## config.mk

```make
export PLATFORM = sky130hd
export DESIGN_NAME = rdsr_regs
export DESIGN_NICKNAME = d
export VERILOG_FILES = /design/src/hdl/rdsr_pkg.sv /design/src/hdl/rdsr_baud_tick.sv /design/src/hdl/rdsr_pot_index.sv /design/src/hdl/rdsr_regs.sv
export SDC_FILE = /design/constraint.sdc
export NUM_CORES = 1
export LEC_CHECK = 0
export ABC_AREA = 1
export ABC_CLOCK_PERIOD_IN_PS = 4200
export BUFFER_PORTS_ARGS = -buffer_cell sky130_fd_sc_hd__buf_2
export CAP_MARGIN = 5
export CORE_UTILIZATION = 60
export CTS_CLUSTER_SIZE = 28
export DETAILED_ROUTE_END_ITERATION = 6
export HOLD_SLACK_MARGIN = 0.05
export PLACE_DENSITY = 0.9
export SLEW_MARGIN = 20
export SYNTH_ARGS = -nofsm -noshare
export SYNTH_HDL_FRONTEND = slang
export SYNTH_SLANG_ARGS = --single-unit
```

## constraint.sdc

```tcl
create_clock -name sys_clk -period 4.2 [get_ports sys_clk]
set_input_delay 0.63 -clock sys_clk [delete_from_list [all_inputs] [get_ports sys_clk]]
set_output_delay 0.63 -clock sys_clk [all_outputs]
set_load 0.02 [all_outputs]
```

## src/hdl/rdsr_pkg.sv

```systemverilog
package rdsr_pkg;

   // ----------------------------------------
   // command classes and indices
   // ----------------------------------------
   localparam logic [7:0] CLASS_READ      = 8'h52;
   localparam logic [7:0] CLASS_WRITE     = 8'h57;
   localparam logic [7:0] CLASS_DET       = 8'h44;
   localparam logic [7:0] IDX_FLAGS       = 8'h00;
   localparam logic [7:0] IDX_SPEED       = 8'h01;
   localparam logic [7:0] IDX_MAG         = 8'h02;
   localparam logic [7:0] IDX_NOISE       = 8'h03;
   localparam logic [7:0] IDX_OP_STATE    = 8'h04;
   localparam logic [7:0] IDX_HOLD_POT    = 8'h05;
   localparam logic [7:0] IDX_SENS_POT    = 8'h06;
   localparam logic [7:0] IDX_SOFT_RESET  = 8'h00;
   localparam logic [7:0] IDX_RESTORE     = 8'h01;
   localparam logic [7:0] IDX_BAUD        = 8'h02;
   localparam logic [7:0] IDX_SPLIT_THR   = 8'h06;

   // ----------------------------------------
   // fields, encodings, reset values
   // ----------------------------------------
   localparam int         FLAG_VALID_BIT  = 0;
   localparam int         FLAG_DIR_BIT    = 1;
   localparam int         FLAG_RANGE_BIT  = 2;
   localparam int         FLAG_MICRO_BIT  = 3;
   localparam logic [7:0] REG_RST         = 8'h00;
   localparam logic [7:0] OPST_STARTUP    = 8'h00;
   localparam logic [7:0] OPST_LEARN      = 8'h01;
   localparam logic [7:0] OPST_RUN        = 8'h02;
   localparam logic [7:0] BAUD_SEL_LOW    = 8'h00;
   localparam logic [7:0] BAUD_SEL_HIGH   = 8'h01;
   localparam logic [7:0] BAUD_SEL_RST    = BAUD_SEL_LOW;
   localparam logic [6:0] SPLIT_THR_RST   = 7'h00;
   localparam logic [7:0] SPLIT_THR_MAX   = 8'h7f;
   localparam logic [7:0] POT_IDX_MAX     = 8'h09;

   // ----------------------------------------
   // timing
   // ----------------------------------------
   localparam int          CLK_HZ         = 50_000_000;
   localparam int          BAUD_LOW_BPS   = 38_400;
   localparam int          BAUD_HIGH_BPS  = 460_800;
   localparam int          BAUD_DIV_W     = 11;
   localparam logic [10:0] BAUD_LOW_DIV   = 11'(CLK_HZ / BAUD_LOW_BPS);
   localparam logic [10:0] BAUD_HIGH_DIV  = 11'(CLK_HZ / BAUD_HIGH_BPS);

   // ----------------------------------------
   // potentiometer conversion
   // ----------------------------------------
   localparam int          ADC_W          = 12;
   localparam int          ADC_REF_MV     = 3300;
   localparam int          POT_TOP_MV     = 3000;
   localparam int          ADC_FULL_CODE  = 4095;
   localparam logic [11:0] POT_TOP_CODE   = 12'((ADC_FULL_CODE * POT_TOP_MV) / ADC_REF_MV);
   localparam logic [11:0] POT_STEP_CODE  = 12'(POT_TOP_CODE / 9);

endpackage : rdsr_pkg

```

## src/hdl/rdsr_baud_tick.sv

```systemverilog
`timescale 1ns/1ps
module rdsr_baud_tick
   import rdsr_pkg::*;
(
   // clock and reset
   input  wire logic sys_clk,
   input  wire logic sys_rst,
   // rate choice
   input  wire logic fast_sel,
   // one-cycle bit-rate enable
   output logic      tick_r
);

   logic [BAUD_DIV_W-1:0] count_r;
   wire  [BAUD_DIV_W-1:0] div_last;
   wire                   wrap;

   assign div_last = fast_sel ? BAUD_HIGH_DIV - 11'h001 : BAUD_LOW_DIV - 11'h001;
   // >= so that a switch to the short divisor never overruns the counter
   assign wrap     = (count_r >= div_last);

   always_ff @(posedge sys_clk) begin
      if (sys_rst) begin
         count_r <= '0;
         tick_r  <= 1'b0;
      end else begin
         count_r <= wrap ? '0 : count_r + 11'h001;
         tick_r  <= wrap;
      end
   end

endmodule : rdsr_baud_tick

```

## src/hdl/rdsr_pot_index.sv

```systemverilog
`timescale 1ns/1ps
module rdsr_pot_index
   import rdsr_pkg::*;
(
   // clock and reset
   input  wire logic             sys_clk,
   input  wire logic             sys_rst,
   // converter sample from the analogue front end
   input  wire logic [ADC_W-1:0] adc_code,
   // quantised index
   output logic      [7:0]       index_r
);

   logic [ADC_W-1:0] sync1_r;
   logic [ADC_W-1:0] sync2_r;
   logic [ADC_W-1:0] sync3_r;
   logic [ADC_W-1:0] stable_r;
   logic [7:0]       index_nxt;

   // comes from another domain; only accepted once stages two and three agree
   always_ff @(posedge sys_clk) begin
      sync1_r <= adc_code;
      sync2_r <= sync1_r;
      sync3_r <= sync2_r;
      if (sys_rst) begin
         stable_r <= '0;
      end else if (sync2_r == sync3_r) begin
         stable_r <= sync3_r;
      end
   end

   // count how many step marks the sample has passed, saturating at nine
   always_comb begin
      index_nxt = REG_RST;
      for (int k = 1; k <= 9; k++) begin
         if (stable_r >= 12'(k * POT_STEP_CODE)) begin
            index_nxt = 8'(k);
         end
      end
   end

   always_ff @(posedge sys_clk) begin
      if (sys_rst) begin
         index_r <= REG_RST;
      end else begin
         index_r <= index_nxt;
      end
   end
endmodule : rdsr_pot_index

```

## src/hdl/rdsr_regs.sv

```systemverilog
`timescale 1ns/1ps
module rdsr_regs
   import rdsr_pkg::*;
(
   // clock and reset
   input  wire logic             sys_clk,
   input  wire logic             sys_rst,
   // parameter command from the serial command layer
   input  wire logic             cmd_valid,
   input  wire logic             cmd_write,
   input  wire logic [7:0]       cmd_class,
   input  wire logic [7:0]       cmd_index,
   input  wire logic [7:0]       cmd_wdata,
   // parameter answer
   output logic                  rsp_valid_r,
   output logic [7:0]            rsp_data_r,
   output logic                  rsp_error_r,
   // results of one processing cycle
   input  wire logic             proc_done,
   input  wire logic             det_valid,
   input  wire logic             det_forward,
   input  wire logic             det_micro,
   input  wire logic [7:0]       det_speed,
   input  wire logic [7:0]       det_mag,
   input  wire logic [7:0]       noise_level,
   input  wire logic [7:0]       proc_state,
   // analogue potentiometer samples
   input  wire logic [ADC_W-1:0] hold_adc,
   input  wire logic [ADC_W-1:0] sens_adc,
   // controls to the rest of the sensor
   output logic                  soft_reset_r,
   output logic                  restore_r,
   output logic                  baud_fast_r,
   output logic                  baud_tick_r,
   output logic [6:0]            split_thr_r
);

   // ----------------------------------------
   // storage
   // ----------------------------------------
   logic [7:0] flags_r;
   logic [7:0] speed_r;
   logic [7:0] mag_r;
   logic [7:0] noise_r;
   logic [7:0] op_state_r;
   logic [7:0] hold_idx;
   logic [7:0] sens_idx;
   logic [7:0] flags_nxt;
   logic       baud_fast_nxt;
   logic [6:0] split_thr_nxt;

   // ----------------------------------------
   // command decode
   // ----------------------------------------
   wire is_rd      = cmd_valid & ~cmd_write;
   wire is_wr      = cmd_valid & cmd_write;
   wire cls_rd     = (cmd_class == CLASS_READ);
   wire cls_wr     = (cmd_class == CLASS_WRITE);
   wire cls_det    = (cmd_class == CLASS_DET);
   wire idx_thr    = (cmd_index == IDX_SPLIT_THR);

   wire wr_soft    = is_wr & cls_wr & (cmd_index == IDX_SOFT_RESET);
   wire wr_restore = is_wr & cls_wr & (cmd_index == IDX_RESTORE);
   wire wr_baud    = is_wr & cls_wr & (cmd_index == IDX_BAUD) & (cmd_wdata <= BAUD_SEL_HIGH);
   wire wr_thr     = is_wr & cls_det & idx_thr & (cmd_wdata <= SPLIT_THR_MAX);
   wire wr_ok      = wr_soft | wr_restore | wr_baud | wr_thr;

   wire rd_rt      = is_rd & cls_rd & (cmd_index <= IDX_SENS_POT);
   wire rd_thr     = is_rd & cls_det & idx_thr;
   wire rd_ok      = rd_rt | rd_thr;

   // anything else, including reads of write-only and out-of-range values
   wire cmd_bad    = cmd_valid & ~(rd_ok | wr_ok);

   // soft reset clears live state and the rate select for one cycle; the split threshold survives it
   wire live_rst   = sys_rst | soft_reset_r;

   // ----------------------------------------
   // read selection
   // ----------------------------------------
   wire [7:0] rt_mux =
      (cmd_index == IDX_FLAGS)    ? flags_r    :
      (cmd_index == IDX_SPEED)    ? speed_r    :
      (cmd_index == IDX_MAG)      ? mag_r      :
      (cmd_index == IDX_NOISE)    ? noise_r    :
      (cmd_index == IDX_OP_STATE) ? op_state_r :
      (cmd_index == IDX_HOLD_POT) ? hold_idx   :
      (cmd_index == IDX_SENS_POT) ? sens_idx   :
                                    REG_RST;
   wire [7:0] rd_data = rd_thr ? {1'b0, split_thr_r} : rt_mux;

   // ----------------------------------------
   // detection word
   // ----------------------------------------
   // high range means strictly above the threshold bin
   wire thr_on    = (split_thr_r != SPLIT_THR_RST);
   wire range_hit = det_valid & thr_on & (det_speed > {1'b0, split_thr_r});

   always_comb begin
      flags_nxt                 = REG_RST;
      flags_nxt[FLAG_VALID_BIT] = det_valid;
      flags_nxt[FLAG_DIR_BIT]   = det_valid & det_forward;
      flags_nxt[FLAG_RANGE_BIT] = range_hit;
      flags_nxt[FLAG_MICRO_BIT] = det_micro;
   end

   // ----------------------------------------
   // live registers
   // ----------------------------------------
   always_ff @(posedge sys_clk) begin
      if (live_rst) begin
         flags_r    <= REG_RST;
         noise_r    <= REG_RST;
         op_state_r <= OPST_STARTUP;
      end else if (proc_done) begin
         flags_r    <= flags_nxt;
         noise_r    <= noise_level;
         op_state_r <= proc_state;
      end
   end

   // speed and magnitude keep the last valid hit across empty cycles
   always_ff @(posedge sys_clk) begin
      if (live_rst) begin
         speed_r <= REG_RST;
         mag_r   <= REG_RST;
      end else if (proc_done & det_valid) begin
         speed_r <= det_speed;
         mag_r   <= det_mag;
      end
   end

   // ----------------------------------------
   // write parameters
   // ----------------------------------------
   always_comb begin
      baud_fast_nxt = baud_fast_r;
      split_thr_nxt = split_thr_r;
      if (wr_baud) begin
         baud_fast_nxt = (cmd_wdata == BAUD_SEL_HIGH);
      end
      if (wr_thr) begin
         split_thr_nxt = cmd_wdata[6:0];
      end
      if (wr_restore) begin
         baud_fast_nxt = (BAUD_SEL_RST == BAUD_SEL_HIGH);
         split_thr_nxt = SPLIT_THR_RST;
      end
   end

   // rate select is volatile: both resets bring it back to the slow rate
   always_ff @(posedge sys_clk) begin
      if (live_rst) begin
         baud_fast_r <= 1'b0;
      end else begin
         baud_fast_r <= baud_fast_nxt;
      end
   end

   always_ff @(posedge sys_clk) begin
      if (sys_rst) begin
         split_thr_r <= SPLIT_THR_RST;
      end else begin
         split_thr_r <= split_thr_nxt;
      end
   end

   // ----------------------------------------
   // command pulses and answer
   // ----------------------------------------
   always_ff @(posedge sys_clk) begin
      if (sys_rst) begin
         soft_reset_r <= 1'b0;
         restore_r    <= 1'b0;
      end else begin
         soft_reset_r <= wr_soft;
         restore_r    <= wr_restore;
      end
   end

   // answer always one cycle after the command, whatever it was
   always_ff @(posedge sys_clk) begin
      if (sys_rst) begin
         rsp_valid_r <= 1'b0;
         rsp_data_r  <= REG_RST;
         rsp_error_r <= 1'b0;
      end else begin
         rsp_valid_r <= cmd_valid;
         rsp_data_r  <= rd_ok ? rd_data : REG_RST;
         rsp_error_r <= cmd_bad;
      end
   end

   // ----------------------------------------
   // leaf instances
   // ----------------------------------------
   rdsr_pot_index u_hold_pot (
      .sys_clk  (sys_clk),
      .sys_rst  (sys_rst),
      .adc_code (hold_adc),
      .index_r  (hold_idx)
   );

   rdsr_pot_index u_sens_pot (
      .sys_clk  (sys_clk),
      .sys_rst  (sys_rst),
      .adc_code (sens_adc),
      .index_r  (sens_idx)
   );

   rdsr_baud_tick u_baud (
      .sys_clk  (sys_clk),
      .sys_rst  (live_rst),
      .fast_sel (baud_fast_r),
      .tick_r   (baud_tick_r)
   );
endmodule : rdsr_regs

```

==> flow_summary.toml, run 1 <==
[cts]
cts_tree = "done"
clk_latency_ns = 0.43
htreeDepth = 4
cts_resized = 0
cts_hold_buffers = 0
post-cts-setup-buffer-count = 0
cts_sinks = 172
clkTransAtPathRegs_ns = 0.06
cts_buffers = 17
cts_root_buf = "clkbuf_16"
clk_path_buf_depth = 2

[placed_design]
place_ws_ns = 1.95
io_buffers = 108
dp_hpwl_microns = 11100
dpl_cell_area_sq_um = 7420
gp_congestion = 0.987
dp.cells = 1076

[pwr]
power_mw = 3.45
ir_drop_v = 0.000425
p_leak_nw = 3.66
p_per_area_nw_per_um2 = 431

[hold_path]
hold_depth = 1
min-delay-start = "sens_adc[4]"
hp-class = "in -> reg"
min_to = "u_sens_pot.sync1_r[4]"

[detailed_routing]
totalWireLength_microns = 15900
drc_errors = 0
antenna_left = 0
drtPass1Iterations = 6
wl_per_cell_microns = 14.3
vias = 6060
drtIter0Drc = 594
vias_per_cell = 5.47

[sta]
final-max-slew-violation-count = 0
layout_setup_ws_ns = 1.99
rsz0062_at_grt = "no"
tightest_slew_ns = 0.867
finalHoldViolations = 0
whs_ns = 0.299
fin_crit_sh = 0.527
max_freq_mhz = 452
maxSlewHeadroom = 0.422
finalCriticalPeriod_ns = 2.21
finalSetupTns_ns = 0
skew_ns = 0.00657
setup_viol = 0

[global_route]
grt_max_degree = 36
grt_pass1_vias = 5468
antenna_found_initial = 0
grt_usage = 0.275
grt_pass1_wl_microns = 24600
grt-ovfl-total = 0

[synth]
synth_area_sq_um = 6770
synth_fp_nets = 950
yosys.area.top_type = "dfxtp_1"
synth.yosys.warnings = 0
synth_area_leaders = "dfxtp_1 (51%), nand2_1 (7.0%), a21oi_1 (6.1%)"
synth_top_area_frac = 0.509
avgSynthCellArea_sq_um = 8.00
synth-seq-cells = 172
syn-instance-count = 846
synth_cell_types = 43
ys_seq_area_frac = 0.509

[final_layout]
final_common_cell = "dfxtp_1"
num_antenna_cells = 0
area_growth_pct = 18.3
layoutNonFillerInstCount = 1107
final_cell_area_sq_um = 8010
mostFrequentLayoutCells = "dfxtp_1 (172), nand2_1 (126), buf_2 (108)"
fin_util = 0.732
nets = 1059
layout-drive-gt1-share = 0.162

[critical_path]
critPathRequiredTime_ns = 4.54
start_kind = "flip-flop"
rr_endpoint = "u_baud.count_r[2]"
r2r_slack_ns = 1.99
crit_arrival_ns = 2.55
rr_startpoint = "baud_fast_r"
critPathLaunch = "baud_fast_r"
reg2reg_depth = 7
cp_max_fo = 11
cp-end-kind = "flip-flop"
path_class = "reg -> reg"

[die]
die_y_microns = 108
die-area_sq_um = 11700
coreArea_sq_um = 10900
ios = 109
num_rows = 38
die_w_microns = 108
initial_core_util = 0.619

[run_status]
status = "finished clean"

[flow_run]
drv_cap = 0
layer usage:
| layer | share of wire | vias up | GRT usage | wire length (microns) |
|---|---|---|---|---|
| met5 | 0 | - | 0 | 0 |
| met4 | 0.027 | 0 | 0.149 | 427 |
| met3 | 0.071 | 44 | 0.0524 | 1130 |
| met2 | 0.49 | 316 | 0.475 | 7730 |
| met1 | 0.42 | 2703 | 0.320 | 6590 |
| li1 | - | 2997 | - | - |
area by class of cell:
class                           instances  area [sq um]
Clock inverter                         14           160
Timing Repair Buffer                  109           548
Multi-Input combinational cell        551          2860
Tap cell                              140           175
Fill cell                             834          2930
Clock buffer                           17           425
Sequential cell                       172          3440
Inverter                              104           392
flip-flops by register name, summed over array words and instances, names as in the netlist, 11 cells and up:
name                 flops
u_sens_pot.sync1_r      12
u_sens_pot.stable_r     12
u_hold_pot.sync2_r      12
u_baud.count_r          11
u_hold_pot.sync1_r      12
u_sens_pot.sync2_r      12
u_hold_pot.sync3_r      12
u_hold_pot.stable_r     12
u_sens_pot.sync3_r      12
synth_stat cells:
cell	instances
a211oi_1	4
o21a_1	1
nor2_1	107
o21ai_0	76
nand3b_4	1
o31ai_1	1
a21oi_1	82
clkinv_2	1
clkbuf_1	18
dfxtp_1	172
o21ai_1	3
nand4_1	11
nand3_1	39
xor2_1	15
o211a_1	1
or2_2	4
or2_4	1
a21o_1	1
nor3_2	1
a41oi_1	2
a221oi_1	1
nor4_1	8
a31oi_1	6
nand2_4	2
nor3_1	12
nor3b_1	2
nand3b_1	1
nor3_4	1
o22ai_1	2
xnor2_1	12
inv_2	2
buf_1	1
inv_1	101
a311oi_1	1
o311ai_0	1
nand2_1	126
nor4_4	1
nand2_2	1
nor2_2	1
ha_1	16
nand3_2	1
o21bai_1	1
o211ai_1	5
worst max-delay path by stage:
stage / cells after the start / slack [ns] / endpoint
floorplan: 8 / 2.28 / u_baud.count_r[4]
detailed placement: 7 / 1.95 / split_thr_r[3]
finish: 7 / 1.99 / u_baud.count_r[2]
global placement: 7 / 2.00 / split_thr_r[3]
global route: 7 / 1.85 / u_baud.count_r[2]
CTS: 7 / 1.98 / u_baud.count_r[2]
power by group:
group	switching, mW	total [mW]	internal [mW]
Combinational	0.0964	0.170	0.0735
Sequential	0.0344	1.73	1.69
Clock	0.662	1.55	0.886
worst max-delay path, stage by stage, from the launching register on:
cell	delay, ns
dfxtp_1	0.44
inv_1	0.16
ha_1	0.34
nand2_1	0.09
nor2_1	0.05
o31ai_1	0.25
nand4_1	0.46
nor3b_1	0.33
cell families after synthesis:
| group | share of synthesized area |
|---|---|
| flops | 0.509 |
| compound gates | 0.149 |
| buf+inv | 0.0684 |
| simple gates | 0.209 |
| fa+ha+maj | 0.0296 |
| xor+xnor | 0.0349 |
Note: power is estimated with default switching activity, not from simulation.
==> inputs of run 2 (changes only) <==
--- a/config.mk
+++ b/config.mk
@@ -6,14 +6,14 @@
 export NUM_CORES = 1
 export LEC_CHECK = 0
 export ABC_AREA = 1
-export ABC_CLOCK_PERIOD_IN_PS = 4200
+export ABC_CLOCK_PERIOD_IN_PS = 1800
 export BUFFER_PORTS_ARGS = -buffer_cell sky130_fd_sc_hd__buf_2
 export CAP_MARGIN = 5
-export CORE_UTILIZATION = 60
+export CORE_UTILIZATION = 51
 export CTS_CLUSTER_SIZE = 28
 export DETAILED_ROUTE_END_ITERATION = 6
 export HOLD_SLACK_MARGIN = 0.05
-export PLACE_DENSITY = 0.9
+export PLACE_DENSITY = 0.82
 export SLEW_MARGIN = 20
 export SYNTH_ARGS = -nofsm -noshare
 export SYNTH_HDL_FRONTEND = slang
==> constraint.sdc (replaced) <==
create_clock -name sys_clk -period 1.8 [get_ports sys_clk]
set_input_delay 0.27 -clock sys_clk [delete_from_list [all_inputs] [get_ports sys_clk]]
set_output_delay 0.27 -clock sys_clk [all_outputs]
set_load 0.02 [all_outputs]
==> run 2 against run 1 <==
Compared with the run above: total power rose by 130%; largest cell class unchanged; critical endpoint unchanged; clock skew grew 0.0033 ns; die area rose by 17%; critical path type unchanged.
==> flow_summary.toml, run 2 (synthesis results as in run 1) <==
[die]
ios = 109
initial_core_util = 0.530
die-area_sq_um = 13700
die_w_microns = 117
die_y_microns = 117
coreArea_sq_um = 12800
num_rows = 41

[global_route]
grt_pass1_vias = 5583
grt-ovfl-total = 0
grt_pass1_wl_microns = 24900
grt_usage = 0.240
antenna_found_initial = 0
grt_max_degree = 36

[sta]
finalHoldViolations = 0
final-max-slew-violation-count = 0
finalCriticalPeriod_ns = 1.75
fin_crit_sh = 0.970
skew_ns = 0.00991
tightest_slew_ns = 0.612
maxSlewHeadroom = 0.587
layout_setup_ws_ns = 0.0545
setup_viol = 0
rsz0062_at_grt = "yes"
max_freq_mhz = 573

[detailed_routing]
drtIter0Drc = 563
antenna_left = 0
vias_per_cell = 5.20
vias = 6139
totalWireLength_microns = 15900
drc_errors = 0
drtPass1Iterations = 5
wl_per_cell_microns = 13.5

[cts]
cts_root_buf = "clkbuf_16"
cts_buffers = 17
clk_latency_ns = 0.44
cts_sinks = 172
post-cts-setup-buffer-count = 0
htreeDepth = 4
clk_path_buf_depth = 2
clkTransAtPathRegs_ns = 0.07
cts_tree = "done"

[critical_path]
crit_arrival_ns = 2.10
path_class = "reg -> reg"
start_kind = "flip-flop"
cp-end-kind = "flip-flop"
critPathRequiredTime_ns = 2.16
reg2reg_depth = 8
cp_max_fo = 6

[placed_design]
place_ws_ns = -0.0114
dp_hpwl_microns = 11000
dp.cells = 1125
gp_congestion = 0.920
io_buffers = 108

[pwr]
p_leak_nw = 3.86
p_per_area_nw_per_um2 = 936
ir_drop_v = 0.000944
power_mw = 7.96

[final_layout]
multi_input_area_sq_um = 2930
layoutNonFillerInstCount = 1181
area_growth_pct = 25.7
num-fill-cells = 991
num_antenna_cells = 0
regArea_sq_um = 3450
mostFrequentLayoutCells = "dfxtp_1 (171), nand2_1 (125), buf_2 (109)"
final_common_cell = "dfxtp_1"
layout-drive-gt1-share = 0.184
nets = 1101

[run_status]
status = "finished clean"

[hold_path]
hp-class = "in -> reg"
hold_depth = 3

[flow_run]
drv_cap = 0
-- run 2: path summary, 6_finish.rpt --
| path | start | endpoint | slack (ns) |
|---|---|---|---|
| worst max-delay path | baud_fast_r | u_baud.count_r[2] | 0.05 |
| worst min-delay path | cmd_valid | rsp_valid_r | 0.08 |
| worst max register to register | baud_fast_r | u_baud.count_r[2] | 0.05 |
| worst min register to register | u_hold_pot.sync1_r[10] | u_hold_pot.sync2_r[10] | 0.33 |
-- run 2: final cells by class --
type                       count  share of cell area
sequential                   172               0.405
multi-input combinational    551               0.344
timing repair buffer         151               0.112
clock buffer                  17              0.0500
inverter                     104              0.0463
tap                          172              0.0253
clock inverter                14              0.0172
-- run 2: power by group --
part	internal [mW]	leakage [nW]	switching [mW]	total, mW
sequential	3.95	1.42	0.0713	4.02
combinational	0.222	2.16	0.238	0.460
clock	1.84	0.278	1.64	3.48
-- run 2: what timing repair did --
| item | 4_1_cts | 5_1_grt |
|---|---|---|
| gates resized for setup | 1 | 13 |
| pin swaps | 0 | 2 |
| cloned | 0 | 1 |
| hold endpoints to repair | 24 | 0 |
| setup endpoints to repair | 2 | 11 |
| hold buffers | 24 | 0 |
-- run 2: critical path, cell delays in order (launching register included) --
cell	delay, ns
dfxtp_4	0.41
inv_4	0.07
ha_1	0.30
nand2_2	0.08
nor2_1	0.06
o31ai_2	0.26
nand4_1	0.17
buf_6	0.18
nor3b_2	0.15
-- run 2: per-stage QoR --
stage               hold slack, ns   util  TNS, ns  area, sq um
floorplan                    0.298      -        0         6770
global placement             0.310  0.596        0         7610
detailed placement           0.312  0.596  -0.0114         7610
CTS                         0.0623  0.660        0         8430
global route                0.0817  0.666  -0.0502         8510
finish                      0.0760  0.666        0         8510
-- run 2: metal layers --
metal | wire length, microns | share of wire | GRT usage
met5 | 0 | 0 | 0
met4 | 471 | 0.030 | 0.131
met3 | 962 | 0.060 | 0.0623
met2 | 7690 | 0.48 | 0.404
met1 | 6820 | 0.43 | 0.279
